==> src/vss_pkg.sv <==
// Shared constants for the output setpoint and summary status register bank.
package vss_pkg;

    // Command codes of the registers held by this bank.
    localparam logic [7:0] CMD_CLEAR_FAULTS = 8'h03;
    localparam logic [7:0] CMD_OUTPUT_SETPOINT = 8'h21;
    localparam logic [7:0] CMD_UPPER_MARGIN_SETPOINT = 8'h25;
    localparam logic [7:0] CMD_LOWER_MARGIN_SETPOINT = 8'h26;
    localparam logic [7:0] CMD_SUMMARY_STATUS = 8'h78;

    // Setpoint code format: linear mantissa, fixed exponent, 10 writable bits.
    localparam int VOUT_EXPONENT = -9;
    localparam int SETPOINT_W = 10;
    localparam int WORD_W = 16;
    localparam int STATUS_W = 8;
    localparam logic [9:0] SETPOINT_MIN = 10'h133;
    localparam logic [9:0] SETPOINT_MAX = 10'h266;

    // Summary status bit positions.
    localparam int UNUSED_BIT = 7;
    localparam int OFF_BIT = 6;
    localparam int OVERVOLTAGE_SUMMARY_FLAG_BIT = 5;
    localparam int OVERCURRENT_SUMMARY_FLAG_BIT = 4;
    localparam int INPUT_UNDERVOLTAGE_FLAG_BIT = 3;
    localparam int TEMP_FLAG_BIT = 2;
    localparam int COMM_MEMORY_LOGIC_FLAG_BIT = 1;
    localparam int OTHER_FLAG_BIT = 0;
    localparam int STICKY_W = 6;

    // Margin select field encodings.
    localparam logic [1:0] MARGIN_OFF_HI = 2'h0;
    localparam logic [3:0] MARGIN_LOW_IGNORE = 4'h5;
    localparam logic [3:0] MARGIN_LOW_ACT = 4'h6;
    localparam logic [3:0] MARGIN_HIGH_IGNORE = 4'h9;
    localparam logic [3:0] MARGIN_HIGH_ACT = 4'hA;

    // Step interval timing: 4 us times a power of two chosen by strap.
    localparam int CLK_MHZ = 100;
    localparam int SLEW_BASE_US = 4;
    localparam int SLEW_BASE_CYCLES = SLEW_BASE_US * CLK_MHZ;
    localparam int INTERVAL_W = 16;

    // Strap settling: cycles to let the three-stage synchroniser fill.
    localparam logic [1:0] STRAP_SETTLE = 2'h3;

    // Target selection derived from the margin select field.
    typedef enum logic [1:0] {
        VSS_SEL_NOMINAL,
        VSS_SEL_LOW,
        VSS_SEL_HIGH
    } vss_sel_type;

    // Bank life cycle: wait for straps, then run.
    typedef enum logic {
        VSS_ST_STRAP,
        VSS_ST_RUN
    } vss_state_type;

endpackage

==> src/vss_regs.sv <==
// Output setpoint, margin setpoint and summary status registers of the converter.
//
// What this block does
// - Setpoint code is a mantissa with exponent -9, about 1.9531 mV per code.
// - Nominal setpoint is 10 bits, supported range 307 to 614.
// - Output target moves one code per strap-selected 4, 8, 16 or 32 us.
// - Margin-high state uses the upper margin setpoint as target.
// - Margin-low state uses the lower margin setpoint as target.
// - Margin setpoints are two bytes, same format, range 307 to 614.
// - Off flag at bit 6 reads 0 while the converter drives its output.
// - Off flag reads 1 when commanded off or tri-stated by a fault.
// - Bit 5 reads 1 after an output overvoltage fault.
// - Bit 4 reads 1 after an output overcurrent fault.
// - Bit 3 reads 1 after an input undervoltage fault.
// - Bit 2 reads 1 after any temperature fault or warning.
// - Bit 1 reads 1 after a communication, memory or logic fault.
// - Bit 0 reads 1 after any other fault or warning; bit 7 unused.
// - Margin field: 00xx off, 0101/0110 low, 1001/1010 high.
// - Clear faults clears flag bits 5 to 0 and alert; present faults set again.
module vss_regs import vss_pkg::*; (
    // Clock and reset
    input wire logic core_clk,
    input wire logic reset_n,
    // Command port
    input wire logic cmd_wr_en,
    input wire logic cmd_rd_en,
    input wire logic [7:0] cmd_code,
    input wire logic [15:0] cmd_wdata,
    output logic [15:0] rd_data,
    output logic rd_valid,
    output logic rd_unmapped,
    // Pin straps
    input wire logic [9:0] strap_setpoint,
    input wire logic [1:0] strap_slew_sel,
    // Operation control
    input wire logic unit_on,
    input wire logic [3:0] margin_select_field,
    // Fault and warning events
    input wire logic output_overvoltage_protection,
    input wire logic output_overcurrent_fault,
    input wire logic input_undervoltage_event,
    input wire logic temperature_event,
    input wire logic comm_memory_logic_event,
    input wire logic other_event,
    // Output tri-state causes
    input wire logic output_undervoltage_fault,
    input wire logic overtemperature_shutdown,
    input wire logic supply_lockout,
    // Results
    output logic [9:0] vout_target,
    output logic [9:0] vout_goal,
    output logic [7:0] summary_status,
    output logic strap_done,
    output logic alert_n
);

    // Decodes the margin select field into the chosen target.
    // margin field decode
    function automatic vss_sel_type margin_decode(input logic [3:0] f);
        vss_sel_type s;
        s = VSS_SEL_NOMINAL;
        if ((f == MARGIN_LOW_IGNORE) || (f == MARGIN_LOW_ACT)) begin
            s = VSS_SEL_LOW;
        end else if ((f == MARGIN_HIGH_IGNORE) || (f == MARGIN_HIGH_ACT)) begin
            s = VSS_SEL_HIGH;
        end
        return s;
    endfunction

    // Limits a code to the supported range.
    function automatic logic [9:0] range_limit(input logic [9:0] c);
        logic [9:0] r;
        r = c;
        if (c < SETPOINT_MIN) begin
            r = SETPOINT_MIN;
        end else if (c > SETPOINT_MAX) begin
            r = SETPOINT_MAX;
        end
        return r;
    endfunction

    vss_state_type state_q, state_d;
    logic [1:0] settle_q, settle_d;
    logic [11:0] strap_s1_q, strap_s2_q, strap_s3_q;
    logic [SETPOINT_W-1:0] nominal_q, nominal_d;
    logic [SETPOINT_W-1:0] upper_q, upper_d;
    logic [SETPOINT_W-1:0] lower_q, lower_d;
    logic [1:0] slew_sel_q, slew_sel_d;
    logic [STICKY_W-1:0] flags_q, flags_d;
    logic off_q, off_d;
    logic alert_q, alert_d;
    logic [WORD_W-1:0] rd_data_q, rd_data_d;
    logic rd_valid_q, rd_valid_d;
    logic rd_unmapped_q, rd_unmapped_d;
    logic [SETPOINT_W-1:0] goal;
    logic [INTERVAL_W-1:0] interval;
    logic [STICKY_W-1:0] events;
    logic wr_ok, clear_faults, strap_load;
    logic [STATUS_W-1:0] status_word;

    // Strap pins pass three flip-flops; only stages two and three are used.
    always_ff @(posedge core_clk or negedge reset_n) begin
        if (!reset_n) begin
            strap_s1_q <= '0;
            strap_s2_q <= '0;
            strap_s3_q <= '0;
        end else begin
            strap_s1_q <= {strap_slew_sel, strap_setpoint};
            strap_s2_q <= strap_s1_q;
            strap_s3_q <= strap_s2_q;
        end
    end

    // Writes are refused until the straps are captured, so a host write
    // cannot be overwritten by the late strap load.
    assign wr_ok = cmd_wr_en && (state_q == VSS_ST_RUN);
    assign clear_faults = wr_ok && (cmd_code == CMD_CLEAR_FAULTS);

    // Events in status bit order, bit 5 down to bit 0.
    assign events = {output_overvoltage_protection, output_overcurrent_fault,
                     input_undervoltage_event, temperature_event,
                     comm_memory_logic_event, other_event};

    // Next values of the strap, setpoint and status state.
    always_comb begin
        state_d = state_q;
        settle_d = settle_q;
        strap_load = 1'b0;
        nominal_d = nominal_q;
        upper_d = upper_q;
        lower_d = lower_q;
        slew_sel_d = slew_sel_q;
        case (state_q)
            VSS_ST_STRAP: begin
                if (settle_q != STRAP_SETTLE) begin
                    settle_d = settle_q + 2'h1;
                end else if (strap_s2_q == strap_s3_q) begin
                    strap_load = 1'b1;
                    nominal_d = strap_s3_q[SETPOINT_W-1:0];
                    upper_d = strap_s3_q[SETPOINT_W-1:0];
                    lower_d = strap_s3_q[SETPOINT_W-1:0];
                    slew_sel_d = strap_s3_q[SETPOINT_W+1:SETPOINT_W];
                    state_d = VSS_ST_RUN;
                end
            end
            VSS_ST_RUN: begin
                if (wr_ok && (cmd_code == CMD_OUTPUT_SETPOINT)) begin
                    nominal_d = cmd_wdata[SETPOINT_W-1:0];
                end
                if (wr_ok && (cmd_code == CMD_UPPER_MARGIN_SETPOINT)) begin
                    upper_d = cmd_wdata[SETPOINT_W-1:0];
                end
                if (wr_ok && (cmd_code == CMD_LOWER_MARGIN_SETPOINT)) begin
                    lower_d = cmd_wdata[SETPOINT_W-1:0];
                end
            end
            default: begin
                state_d = VSS_ST_STRAP;
            end
        endcase
        flags_d = (clear_faults ? '0 : flags_q) | events;
        alert_d = (clear_faults ? 1'b0 : alert_q) | (|events);
        off_d = !unit_on || output_undervoltage_fault || overtemperature_shutdown
                || supply_lockout;
    end

    // Registers of the strap, setpoint and status state.
    always_ff @(posedge core_clk or negedge reset_n) begin
        if (!reset_n) begin
            state_q <= VSS_ST_STRAP;
            settle_q <= '0;
            nominal_q <= '0;
            upper_q <= '0;
            lower_q <= '0;
            slew_sel_q <= '0;
            flags_q <= '0;
            off_q <= 1'b1;
            alert_q <= 1'b0;
        end else begin
            state_q <= state_d;
            settle_q <= settle_d;
            nominal_q <= nominal_d;
            upper_q <= upper_d;
            lower_q <= lower_d;
            slew_sel_q <= slew_sel_d;
            flags_q <= flags_d;
            off_q <= off_d;
            alert_q <= alert_d;
        end
    end

    assign status_word = {1'b0, off_q, flags_q};

    // Read answers one cycle after the request; unknown codes read zero.
    always_comb begin
        rd_data_d = rd_data_q;
        rd_valid_d = cmd_rd_en;
        rd_unmapped_d = 1'b0;
        if (cmd_rd_en) begin
            case (cmd_code)
                CMD_OUTPUT_SETPOINT: rd_data_d = WORD_W'(nominal_q);
                CMD_UPPER_MARGIN_SETPOINT: rd_data_d = WORD_W'(upper_q);
                CMD_LOWER_MARGIN_SETPOINT: rd_data_d = WORD_W'(lower_q);
                CMD_SUMMARY_STATUS: rd_data_d = WORD_W'(status_word);
                default: begin
                    rd_data_d = '0;
                    rd_unmapped_d = 1'b1;
                end
            endcase
        end
    end

    // Registers of the read path.
    always_ff @(posedge core_clk or negedge reset_n) begin
        if (!reset_n) begin
            rd_data_q <= '0;
            rd_valid_q <= 1'b0;
            rd_unmapped_q <= 1'b0;
        end else begin
            rd_data_q <= rd_data_d;
            rd_valid_q <= rd_valid_d;
            rd_unmapped_q <= rd_unmapped_d;
        end
    end

    // Goal selection; out-of-range codes are held to the supported range
    // so a careless host write cannot drive the loop outside its limits.
    always_comb begin
        case (margin_decode(margin_select_field))
            VSS_SEL_HIGH: goal = range_limit(upper_q);
            VSS_SEL_LOW: goal = range_limit(lower_q);
            default: goal = range_limit(nominal_q);
        endcase
    end

    // Step interval is the 4 us base doubled per strap code.
    assign interval = INTERVAL_W'(SLEW_BASE_CYCLES) << slew_sel_q;

    vss_slew_stepper #(
        .CODE_W(SETPOINT_W),
        .CNT_W(INTERVAL_W)
    ) vss_slew_stepper_inst (
        .core_clk(core_clk),
        .reset_n(reset_n),
        .load(strap_load),
        .load_code(range_limit(strap_s3_q[SETPOINT_W-1:0])),
        .goal_code(goal),
        .interval_cycles(interval),
        .cur_code(vout_target),
        .step_tick()
    );

    assign vout_goal = goal;
    assign summary_status = status_word;
    assign strap_done = (state_q == VSS_ST_RUN);
    assign alert_n = !alert_q;
    assign rd_data = rd_data_q;
    assign rd_valid = rd_valid_q;
    assign rd_unmapped = rd_unmapped_q;

    AST_OV_FLAG_SETS: assert property (
        @(posedge core_clk) disable iff (!reset_n)
        output_overvoltage_protection |=> summary_status[OVERVOLTAGE_SUMMARY_FLAG_BIT])
        else $error("Overvoltage event did not set its status bit.");
    AST_OC_FLAG_HOLDS: assert property (
        @(posedge core_clk) disable iff (!reset_n)
        (output_overcurrent_fault ##1 !clear_faults[*3])
        |=> summary_status[OVERCURRENT_SUMMARY_FLAG_BIT])
        else $error("Overcurrent status bit was lost without a clear.");
    AST_CLEAR_ALL: assert property (
        @(posedge core_clk) disable iff (!reset_n)
        (clear_faults && (events == '0))
        |=> (summary_status[STICKY_W-1:0] == '0) && alert_n)
        else $error("Clear faults left a flag or the alert set.");
    AST_CLEAR_RESETS: assert property (
        @(posedge core_clk) disable iff (!reset_n)
        (clear_faults && temperature_event) |=> summary_status[TEMP_FLAG_BIT] && !alert_n)
        else $error("A present fault was lost by clear faults.");
    AST_OFF_COMMANDED: assert property (
        @(posedge core_clk) disable iff (!reset_n)
        (!unit_on || supply_lockout) |=> summary_status[OFF_BIT])
        else $error("Off flag low while commanded off or locked out.");
    AST_ON_DRIVEN: assert property (
        @(posedge core_clk) disable iff (!reset_n)
        (unit_on && !output_undervoltage_fault && !overtemperature_shutdown
         && !supply_lockout) |=> !summary_status[OFF_BIT])
        else $error("Off flag high while output is driven.");
    AST_BIT7_ZERO: assert property (
        @(posedge core_clk) disable iff (!reset_n)
        !summary_status[UNUSED_BIT])
        else $error("Unused status bit reads one.");
    AST_MARGIN_HIGH: assert property (
        @(posedge core_clk) disable iff (!reset_n)
        (margin_select_field == MARGIN_HIGH_ACT) |-> (vout_goal == range_limit(upper_q)))
        else $error("Margin high did not select the upper margin setpoint.");
    AST_MARGIN_LOW: assert property (
        @(posedge core_clk) disable iff (!reset_n)
        (margin_select_field == MARGIN_LOW_IGNORE) |-> (vout_goal == range_limit(lower_q)))
        else $error("Margin low did not select the lower margin setpoint.");

    AST_GOAL_RANGE: assert property (
        @(posedge core_clk) disable iff (!reset_n)
        (vout_goal >= SETPOINT_MIN) && (vout_goal <= SETPOINT_MAX))
        else $error("Goal code left the supported range.");

    AST_STATUS_WRITE: assert property (
        @(posedge core_clk) disable iff (!reset_n)
        (wr_ok && (cmd_code == CMD_SUMMARY_STATUS) && (events == '0))
        |=> (summary_status[STICKY_W-1:0] == $past(summary_status[STICKY_W-1:0])))
        else $error("Write to summary status changed its flags.");

    AST_SETPOINT_WRITE: assert property (
        @(posedge core_clk) disable iff (!reset_n)
        (wr_ok && (cmd_code == CMD_OUTPUT_SETPOINT)) ##1 !cmd_wr_en
        ##1 (cmd_rd_en && (cmd_code == CMD_OUTPUT_SETPOINT) && !cmd_wr_en)
        |=> (rd_data == WORD_W'($past(cmd_wdata[SETPOINT_W-1:0], 3))))
        else $error("Setpoint read-back does not match the masked write.");

endmodule // vss_regs

==> src/vss_slew_stepper.sv <==
// Moves the output target one code step per step interval toward the goal.
module vss_slew_stepper import vss_pkg::*; #(
    parameter int CODE_W = SETPOINT_W,
    parameter int CNT_W = INTERVAL_W
) (
    // Clock and reset
    input wire logic core_clk,
    input wire logic reset_n,
    // Preset and goal
    input wire logic load,
    input wire logic [CODE_W-1:0] load_code,
    input wire logic [CODE_W-1:0] goal_code,
    input wire logic [CNT_W-1:0] interval_cycles,
    // Current target
    output logic [CODE_W-1:0] cur_code,
    output logic step_tick
);

    logic [CNT_W-1:0] cnt_q;
    logic [CNT_W-1:0] cnt_d;
    logic [CODE_W-1:0] cur_q;
    logic [CODE_W-1:0] cur_d;
    logic tick;

    // The interval counter runs freely, so the first step after a change
    // comes at most one interval later; this keeps the counter trivial.
    always_comb begin
        tick = (cnt_q >= interval_cycles - CNT_W'(1));
        cnt_d = tick ? '0 : cnt_q + CNT_W'(1);
        cur_d = cur_q;
        if (load) begin
            cur_d = load_code;
        end else if (tick && (cur_q < goal_code)) begin
            cur_d = cur_q + CODE_W'(1);
        end else if (tick && (cur_q > goal_code)) begin
            cur_d = cur_q - CODE_W'(1);
        end
    end

    // Registers of the stepper.
    always_ff @(posedge core_clk or negedge reset_n) begin
        if (!reset_n) begin
            cnt_q <= '0;
            cur_q <= '0;
        end else begin
            cnt_q <= cnt_d;
            cur_q <= cur_d;
        end
    end

    assign cur_code = cur_q;
    assign step_tick = tick;

    AST_STEP_ONE_PER_TICK: assert property (
        @(posedge core_clk) disable iff (!reset_n)
        (!$past(load) && !$past(tick)) |-> $stable(cur_q))
        else $error("Target moved without a step tick.");

    AST_STEP_SIZE: assert property (
        @(posedge core_clk) disable iff (!reset_n)
        ($past(tick) && !$past(load) && ($past(cur_q) < $past(goal_code)))
        |-> (cur_q == $past(cur_q) + CODE_W'(1)))
        else $error("Target did not step up by exactly one code.");

endmodule // vss_slew_stepper

==> config.mk <==
export PLATFORM = sky130hd
export DESIGN_NAME = vss_regs
export DESIGN_NICKNAME = d
export VERILOG_FILES = /design/src/vss_pkg.sv /design/src/vss_regs.sv /design/src/vss_slew_stepper.sv
export SDC_FILE = /design/constraint.sdc
export NUM_CORES = 1
export LEC_CHECK = 0
export ABC_CLOCK_PERIOD_IN_PS = 9300
export BUFFER_PORTS_ARGS = -buffer_cell sky130_fd_sc_hd__buf_2
export CAP_MARGIN = 25
export CORE_ASPECT_RATIO = 2
export CORE_MARGIN = 4
export CORE_UTILIZATION = 61
export DETAILED_ROUTE_END_ITERATION = 12
export HOLD_SLACK_MARGIN = 0.15
export PLACE_DENSITY_LB_ADDON = 0.2
export SKIP_CTS_REPAIR_TIMING = 1
export SLEW_MARGIN = 10
export SYNTH_ARGS = -nofsm -noshare
export SYNTH_HDL_FRONTEND = slang
export SYNTH_SLANG_ARGS = --single-unit
==> constraint.sdc <==
create_clock -name core_clk -period 9.3 [get_ports core_clk]
set_input_delay 0.465 -clock core_clk [delete_from_list [all_inputs] [get_ports core_clk]]
set_output_delay 0.465 -clock core_clk [all_outputs]
set_load 0.005 [all_outputs]
==> results of run 1 <==
[how the worst min path moves through the flow]
stage                                               end  depth (start not counted)  slack (ns)
2_1_floorplan                         alert_q$_DFF_PN0_                          0        0.17
3_3_place_gp                   strap_s2_q[10]$_DFF_PN0_                          0        0.34
3_5_place_dp                    strap_s2_q[1]$_DFF_PN0_                          0        0.34
4_1_cts        vss_slew_stepper_inst.cnt_q[4]$_DFF_PN0_                          1      -0.006
5_1_grt                         strap_s1_q[0]$_DFF_PN0_                          1        0.15
6_report                        strap_s1_q[9]$_DFF_PN0_                          1        0.16
[metal layers]
layer  vias up  wire, um  track usage
met5         -         0            0
met1      2450      5730        0.293
met2       193      9960        0.593
met3        67       727       0.0581
met4         0       994        0.181
li1       2235         -            -
[state kept, by name, summed over array words and instances, names as in the netlist, 6 cells and up]
| name | count |
|---|---|
| flags_q | 6 |
| lower_q | 10 |
| nominal_q | 10 |
| rd_data | 10 |
| strap_s1_q | 12 |
| strap_s2_q | 12 |
| strap_s3_q | 12 |
| upper_q | 10 |
| vss_slew_stepper_inst.cnt_q | 16 |
| vss_slew_stepper_inst.cur_code | 10 |
[power by group]
part / switching (mW) / internal [mW] / total [mW]
Sequential: 0.0467 / 0.551 / 0.598
Combinational: 0.318 / 0.278 / 0.595
Clock: 0.250 / 0.459 / 0.709
Total: 0.614 / 1.29 / 1.90
[per-stage QoR]
| stage | power, mW | util | setup slack, ns |
|---|---|---|---|
| 2_1_floorplan | 1.03 | - | 4.81 |
| 3_3_place_gp | 1.16 | 0.682 | 4.08 |
| 3_5_place_dp | 1.19 | 0.682 | 3.97 |
| 4_1_cts | 1.90 | 0.747 | 4.03 |
| 5_1_grt | 2.01 | 0.754 | 3.60 |
| 6_report | 1.90 | 0.754 | 4.02 |
[logic make-up after synthesis]
family	after synthesis	share of synthesized area
AO/OA/AOI/OAI	128	0.150
XOR/XNOR	34	0.0481
adder cells (fa/ha/maj)	32	0.0659
buffers and inverters	44	0.0348
flip-flops	117	0.473
multiplexers	54	0.0956
other	1	0.000606
AND/OR/NAND/NOR	145	0.131
[worst max-delay path, stage by stage, from the launching register on]
cell and delay, ns:
dfrtp_1 0.47, a211o_1 0.33, a311o_1 0.38, a21oi_1 0.30, a21oi_1 0.08, a21oi_1 0.21, nor3_1 0.08, ha_1 0.31
a21oi_1 0.16, o21ai_0 0.12, a2111o_1 0.53, nand2b_1 0.37, ha_1 0.40, a211oi_1 0.29, o21ai_0 0.19, a221oi_1 0.35
xnor2_1 0.13, and2_1 0.17, a221o_1 0.29
[cell type report]
class / instances / area, um^2 / share of cell area
repair buffers: 95 / 526 / 0.0709
clock buffers: 19 / 443 / 0.0598
multi-input cells: 403 / 3080 / 0.415
clock inverters: 13 / 196 / 0.0265
well taps: 132 / 165 / 0.0223
flip-flops and latches: 117 / 2930 / 0.395
inverters: 19 / 71.3 / 0.00963
[synth_stat cells, types with 8 or more instances]
library cell,instances,area [um^2]
a21oi_1,26,130
xor2_1,8,70.1
xnor2_1,26,228
dfrtp_1,116,2900
nor2_1,41,154
clkbuf_1,8,30.0
ha_1,31,388
mux2_2,38,428
nand2_1,23,86.3
o21ai_0,19,95.1
nand3_1,15,75.1
mux2i_1,13,130
buf_4,12,90.1
nor3_1,13,65.1
inv_1,19,71.3
a21o_1,15,113
a22oi_1,15,113
==> results.md, run 1 <==
* Max Freq at ~0.19 GHz
* First-pass GRT wire length at 27.1 mm
* Post-DP HPWL at ~13 mm
* Setup crit end kind: register
* R2r setup slk at 4.02 ns
* Clock transition at the registers of the reported paths at 0.05 ns
* Post-synth top flop: dfrtp_1
* Final setup vio count at 0
* YS warnings at 0
* Crit path arrival time at between 5 and 6 ns
* IO buf count at 88
* Setup TNS at 0 ns
* Critical R2R Launch: lower_q[0]$_DFFE_PN0P_
* Tmin final at 5.28 ns
* Outcome: completed
* FF-to-FF End: vss_slew_stepper_inst.cur_code[9]$_DFFE_PN0P_
* Global-route usage over all layers at 0.308
* Placed cell areas at 6700 um^2
* Detailed-route wire length per cell at around 22 um
* Die ar. at 11900 um^2
* Crit. Startpoint: lower_q[0]$_DFFE_PN0P_
* Largest net degree at the start of global routing at between 80 and 90
* Initial core utilization at 0.630
* Antenna cells at 0
* Synth cell types at 72
* Commonest non-fill, non-tap cell in the layout: dfrtp_1
* Hold Startpoint: strap_setpoint[9]
* Path depth of the worst reg2reg path at 18
* Nets@finish at 739
* Max cap viols at 0
* Ys async rst share at 1.00
* Slew HR at 0.439
* Sequential area share after synthesis at 0.473
* Final Skew at around 0.0098 ns
* Via count at 4945
* Slew Limit Fails at 0
* Num CTS Buffers at 17
* Share of post-route cells with drive strength above 1 at 0.273
* Initial antenna violation count at 0
* Initial drt markers at between 200 and 250
* Placed Cells at between 700 and 800
* CP startpoint kind: register
* Number of synthesized flops with an enable pin at 0
* Worst slew pin tran at about 0.83 ns
* CP Class: register to register
* Clk buf depth at 2
* Max H-tree Level at 4
* Most frequent cells in the layout: 116 x dfrtp_1, 87 x buf_2, 41 x nor2_1, 38 x mux2_2, 31 x ha_1
* Final Instance Area at ~7400 um^2
* Clk sinks at approximately 120
* Hold WC Path Type: input pin to register
* Final std cells w/o fill at about 800
* FP Rows at 51
* Leak at around 3.5 nW
* Mapped Cells at about 560
* GP Congestion at approximately 1
* Avg Cell Area, Syn at 11.2 um^2
* Iteration count of the initial detailed-routing pass at 5
* Synthesis-to-layout area growth at 19.7%
* Clk Latency, worst-skew pair at around 0.42 ns
* Vias in the first global route at 5264
* Die Wd at between 70 and 80 um
* Vias per cell at between 6 and 7
* Crit share post-route at 0.567
* Crit path max fanout at 9
* Layout filler cell count at 703
* Synthesis-stage register bit count at 117
* Final WL at ~17 mm
* Power density cells at 257 nW/um^2
* Grt ovf at 0
* CP required at 9.59 ns
* Worst Hold Margin at 0.156 ns
* RSZ-0062 raised after global routing: false
* Die H at roughly 150 um
* CTS root buf: clkbuf_16
* CTS tree: yes
* DRC at 0
* I/O Pins at 102
* CP endpoint: vss_slew_stepper_inst.cur_code[9]$_DFFE_PN0P_
* Cell area after synthesis at 6190 um^2
* Detail Route Antenna Nets at 0
* VDD IR max at 0.184 mV
* CORE AREA at between 9000 and 10000 um^2
* Final Hold Viols at 0
Note: power is estimated with default switching activity, not from simulation.
==> inputs of run 2 (changes only) <==
--- a/config.mk
+++ b/config.mk
@@ -5,12 +5,12 @@
 export SDC_FILE = /design/constraint.sdc
 export NUM_CORES = 1
 export LEC_CHECK = 0
-export ABC_CLOCK_PERIOD_IN_PS = 9300
+export ABC_CLOCK_PERIOD_IN_PS = 4330
 export BUFFER_PORTS_ARGS = -buffer_cell sky130_fd_sc_hd__buf_2
 export CAP_MARGIN = 25
 export CORE_ASPECT_RATIO = 2
 export CORE_MARGIN = 4
-export CORE_UTILIZATION = 61
+export CORE_UTILIZATION = 51
 export DETAILED_ROUTE_END_ITERATION = 12
 export HOLD_SLACK_MARGIN = 0.15
 export PLACE_DENSITY_LB_ADDON = 0.2
==> constraint.sdc (replaced) <==
create_clock -name core_clk -period 4.33 [get_ports core_clk]
set_input_delay 0.2165 -clock core_clk [delete_from_list [all_inputs] [get_ports core_clk]]
set_output_delay 0.2165 -clock core_clk [all_outputs]
set_load 0.005 [all_outputs]
==> results.md, run 2 (synthesis results as in run 1) <==
* CP Class: register to register
* Setup crit end kind: register
* Top delay family on crit path: compound AO/OA/AOI/OAI gates
* DRC at 0
* Slew Limit Fails at 0
* Worst slew pin tran at 0.947 ns
* RSZ-0062 raised after global routing: true
* Final Instance Area at 8270 um^2
* Die Wd at 85.9 um
* Final std cells w/o fill at 906
* Clk sinks at ~120
* CTS root buf: clkbuf_16
* Failing checks: negative setup slack
* Path depth of the worst reg2reg path at 17
* Slowest-stage cell, CP: dfrtp_1
* Worst path max stage delay at 0.40 ns
* Tmin final at approximately 4.4 ns
* Vias in the first global route at 5576
* First-pass GRT wire length at 28.7 mm
* Max reg flops at 16
* Initial core utilization at 0.523
* WHS Path Cells at 3
* Outcome: finished, violations left
* FP Rows at 56
* Initial antenna violation count at 0
* Via count at 5275
* Post-DP HPWL at 14.5 mm
* FF-to-FF End: vss_slew_stepper_inst.cur_code[9]$_DFFE_PN0P_
* Clk Latency, worst-skew pair at 0.42 ns
* Crit share post-route at 1.02
* Hold Startpoint: cmd_wdata[2]
* Final setup vio count at 3
* CP startpoint kind: register
* R2r setup slk at -0.09 ns
* Detail Route Antenna Nets at 0
* Detailed-route wire length per cell at 21.1 um
* Buf+Inv Stages, Crit Path at 0
* Nets@finish at approximately 830
* Final Skew at between 0.01 and 0.015 ns
* I/O Pins at 102
* Crit path arrival time at 4.72 ns
* Share of post-route cells with drive strength above 1 at 0.384
* Largest net degree at the start of global routing at between 70 and 80
* Final Hold Viols at 0
* Top reg by flops: vss_slew_stepper_inst.cnt_q
* Vias per cell at about 5.8
* Final worst slack at -0.0936 ns
* CP required at roughly 4.6 ns
* Worst hold path endpoint: nominal_q[2]$_DFFE_PN0P_
* Num CTS Buffers at 17
* Crit path max fanout at 7
* Max H-tree Level at 4
* Max cap viols at 0
* Synthesis-to-layout area growth at 33.7%
* Most frequent cells in the layout: 116 x dfrtp_1, 87 x buf_2, 78 x buf_4, 38 x mux2_2, 37 x nor2_1
* Leak at slightly below 4 nW
* Iteration count of the initial detailed-routing pass at 5
* GP Congestion at roughly 0.94
* Clock transition at the registers of the reported paths at about 0.06 ns
* Hold WC Path Type: input pin to register
* Die ar. at 14100 um^2
* CTS tree: yes
* CORE AREA at 11800 um^2
* Core Util, Final at 0.699
* Placed Cells at 847
* Clk buf depth at 2
* Max Freq at 0.226 GHz
* Critical R2R Launch: upper_q[1]$_DFFE_PN0P_
* Commonest non-fill, non-tap cell in the layout: dfrtp_1
* Grt ovf at 0
* Initial drt markers at about 260
* Crit-path cells: a211o_1, a311o_1, a21oi_4, nand3b_1, and3_4, ha_1, a21oi_2, o21ai_1, a2111o_1, nand2b_4, ha_1, nor4_1, o21ai_1, a221oi_2, xnor2_1, and2_1, a221o_1
* Placed cell areas at approximately 7300 um^2
* Global-route usage over all layers at 0.274
* VDD IR max at 0.401 mV
* Final WL at 19.1 mm
* Slew HR at 0.368
* Antenna cells at 0
* Pre-CTS setup slack at -0.391 ns
* Power density cells at between 500 and 600 nW/um^2
* Die H at 164 um
* IO buf count at 88
==> run 2: cell types whose count changed in the layout (fill, tap and decap cells not counted), sizes merged <==
cell,change
buf,+77
bufinv,-4
clkbuf,-1
clkinvlp,+1
dlygate4sd3,+18
inv,+4
==> run 2: area by class of cell <==
class,count,area [um^2]
timing repair buffer,190,1270
clock inverter,14,120
inverter,19,71.3
sequential,117,2930
fill,893,3570
multi-input combinational,403,3270
clock buffer,18,429
tap,145,181
==> run 2: tightest hold or removal path: cells and delay by family <==
kind	cells	cell delay [ns]
buf+inv	1	0.09
mux	2	0.31
==> run 2: power breakdown <==
part	internal (mW)	switching, mW	leakage (nW)	total [mW]
sequential	1.18	0.118	1.47	1.30
clock	0.746	0.551	0.262	1.30
combinational	0.930	0.856	2.17	1.79
==> run 2: metrics by stage <==
stage          power [mW]  hold WS [ns]  TNS (ns)
2_1_floorplan        2.23       -0.0791         0
3_3_place_gp         2.80         0.325    -0.720
3_5_place_dp         2.84         0.326    -0.983
4_1_cts              4.16        -0.107     -1.20
5_1_grt              4.64         0.247    -0.750
6_report             4.38         0.240    -0.167
==> run 2: worst max path at each step <==
stage | startpoint | endpoint | cells after the start
after global routing | upper_q[1]$_DFFE_PN0P_ | vss_slew_stepper_inst.cur_code[8]$_DFFE_PN0P_ | 18
after detailed placement | lower_q[0]$_DFFE_PN0P_ | vss_slew_stepper_inst.cur_code[9]$_DFFE_PN0P_ | 17
after global placement | upper_q[0]$_DFFE_PN0P_ | vss_slew_stepper_inst.cur_code[9]$_DFFE_PN0P_ | 17
after CTS | lower_q[0]$_DFFE_PN0P_ | vss_slew_stepper_inst.cur_code[9]$_DFFE_PN0P_ | 17
after floorplan | lower_q[0]$_DFFE_PN0P_ | vss_slew_stepper_inst.cur_code[9]$_DFFE_PN0P_ | 18
final | upper_q[1]$_DFFE_PN0P_ | vss_slew_stepper_inst.cur_code[9]$_DFFE_PN0P_ | 17
==> run 2: per-layer routing <==
metal  global-route usage  wire length (um)  vias up
li1                     -                 -     2435
met3               0.0492               742       72
met1                0.253              6080     2591
met4                0.167              1230        0
met2                0.533             11000      177
met5                    0                 0        -
==> inputs of run 3 (changes only) <==
--- a/config.mk
+++ b/config.mk
@@ -14,6 +14,7 @@
 export DETAILED_ROUTE_END_ITERATION = 12
 export HOLD_SLACK_MARGIN = 0.15
 export PLACE_DENSITY_LB_ADDON = 0.2
+export REMOVE_ABC_BUFFERS = 1
 export SKIP_CTS_REPAIR_TIMING = 1
 export SLEW_MARGIN = 10
 export SYNTH_ARGS = -nofsm -noshare
==> results.md, run 3 (synthesis results as in run 1) <==
* Final setup vio count at 3
* Path depth of the worst reg2reg path at 20
* Detailed-route wire length per cell at 21.3 um
* Power density cells at 555 nW/um^2
* Comb power frac at 0.398
* Final WL at 19.5 mm
* Max cap viols at 0
* First-pass GRT wire length at approximately 30 mm
* Nets@finish at about 840
* CTS root buf: clkbuf_16
* Crit path arrival time at 4.80 ns
* Via count at roughly 5300
* Outcome: finished, violations left
* Initial core utilization at 0.523
* R2r setup slk at -0.17 ns
* P_sw at roughly 1.6 mW
* Clk Latency, worst-skew pair at 0.42 ns
* I/O Pins at slightly above 100
* Tot Pwr at 4.75 mW
* Die Wd at about 86 um
* Antenna cells at 0
* Grt ovf at 0
* Tmin final at 4.50 ns
* Initial drt markers at 212
* Post-DP HPWL at 14.5 mm
* Slew HR at 0.337
* CP startpoint kind: register
* RSZ-0062 raised after global routing: true
* Leak at roughly 4 nW
* IO buf count at 88
* Clk sinks at 117
* Final Instance Area at 8550 um^2
* Max H-tree Level at 4
* VDD IR max at between 0.8 and 0.9 mV
* Max reg flops at 16
* Die H at 164 um
* Clock Power Share at 0.326
* Slew Limit Fails at 0
* Max Freq at 0.222 GHz
* Most frequent cells in the layout: 116 x dfrtp_1, 89 x buf_4, 87 x buf_2, 39 x nor2_1, 38 x mux2_2
* Placed cell areas at approximately 7300 um^2
* Final worst slack at -0.167 ns
* Clock transition at the registers of the reported paths at 0.06 ns
* Num CTS Buffers at 17
* Crit path max fanout at 5
* Hold WC Path Type: input pin to async pin
* Share of post-route cells with drive strength above 1 at 0.402
* Vias in the first global route at 5678
* Global-route usage over all layers at 0.279
* Crit share post-route at 1.04
* GP Congestion at 0.946
* Initial antenna violation count at 0
* Largest net degree at the start of global routing at 86
* Net Sw Frac at 0.334
* FF-to-FF End: vss_slew_stepper_inst.cur_code[9]$_DFFE_PN0P_
* Synthesis-to-layout area growth at 38.2%
* Sequential share of power at 0.276
* Worst slew pin tran at 0.995 ns
* Setup crit end kind: register
* Failing checks: negative setup slack
* Top reg by flops: vss_slew_stepper_inst.cnt_q
* Die ar. at 14100 um^2
* Critical R2R Launch: upper_q[1]$_DFFE_PN0P_
* Commonest non-fill, non-tap cell in the layout: dfrtp_1
* Final Skew at roughly 0.014 ns
* Vias per cell at 5.84
* Final Hold Viols at 0
* Iteration count of the initial detailed-routing pass at 5
* Core Util, Final at 0.722
* DRC at 0
* CTS tree: yes
* Clk buf depth at 2
* Pre-CTS setup slack at -0.355 ns
* CORE AREA at 11800 um^2
* Power Internal at 3.16 mW
* CP required at 4.63 ns
* CP Class: register to register
* Crit. Startpoint: upper_q[1]$_DFFE_PN0P_
* Setup TNS at -0.294 ns
* FP Rows at 56
* Detail Route Antenna Nets at 0
==> run 3: cell types whose count changed in the layout (fill, tap and decap cells not counted), moves of 3 or more <==
cell | before | now
buf_4 | 78 | 89
ha_4 | 2 | 8
ha_1 | 29 | 22
bufinv_16 | 0 | 4
buf_6 | 3 | 0
clkinv_4 | 4 | 1
==> run 3: worst max path at each step <==
stage                                                                to  slack (ns)  depth (start not counted)
after floorplan           vss_slew_stepper_inst.cur_code[9]$_DFFE_PN0P_       -0.14                         17
after detailed placement  vss_slew_stepper_inst.cur_code[8]$_DFFE_PN0P_       -0.35                         21
after global placement    vss_slew_stepper_inst.cur_code[9]$_DFFE_PN0P_       -0.24                         19
final                     vss_slew_stepper_inst.cur_code[9]$_DFFE_PN0P_       -0.17                         20
after global routing      vss_slew_stepper_inst.cur_code[9]$_DFFE_PN0P_       -0.41                         20
after CTS                 vss_slew_stepper_inst.cur_code[8]$_DFFE_PN0P_       -0.43                         21
==> run 3: worst max-delay path, cell delays in order, from the launching register on <==
cell	delay, ns
dfrtp_1	0.43
a211o_1	0.31
a311o_1	0.35
a21oi_4	0.20
nor3_2	0.06
buf_4	0.15
nor2_4	0.09
nor3_2	0.04
ha_1	0.36
a21oi_2	0.15
o21ai_1	0.09
a2111o_1	0.39
nand2b_4	0.17
buf_4	0.15
ha_4	0.18
nor4_1	0.28
o21ai_1	0.13
a221oi_2	0.28
xnor2_1	0.14
and2_1	0.16
a221o_1	0.28
==> run 3: metal layers <==
metal / vias to the layer above / track usage / wire length, um / part of all wire
met2: 166 / 0.536 / 11400 / 0.58
met1: 2682 / 0.266 / 6480 / 0.33
met4: 0 / 0.155 / 970 / 0.050
met5: - / 0 / 0 / 0
li1: 2445 / - / - / -
met3: 56 / 0.0567 / 654 / 0.033
==> run 3: final cells by class <==
class | instances | area [um^2]
inverters | 19 | 71.3
flip-flops and latches | 117 | 2930
multi-input cells | 403 | 3370
fillers | 883 | 3290
well taps | 145 | 181
clock inverters | 14 | 211
clock buffers | 18 | 429
repair buffers | 200 | 1370
==> run 3: per-stage QoR <==
stage | cells | hold slack (ns)
after floorplan | 539 | -0.0791
after global placement | 858 | 0.325
after detailed placement | 858 | 0.326
after CTS | 890 | -0.108
after global routing | 916 | 0.221
final | 916 | 0.205
==> run 3: power by group through the flow <==
stage	registers (mW)	logic [mW]	clock network, mW
after floorplan	1.28	0.930	0
after global placement	1.30	1.47	0
after detailed placement	1.31	1.52	0
after CTS	1.29	1.54	1.56
after global routing	1.32	2.07	1.62
final	1.31	1.89	1.55
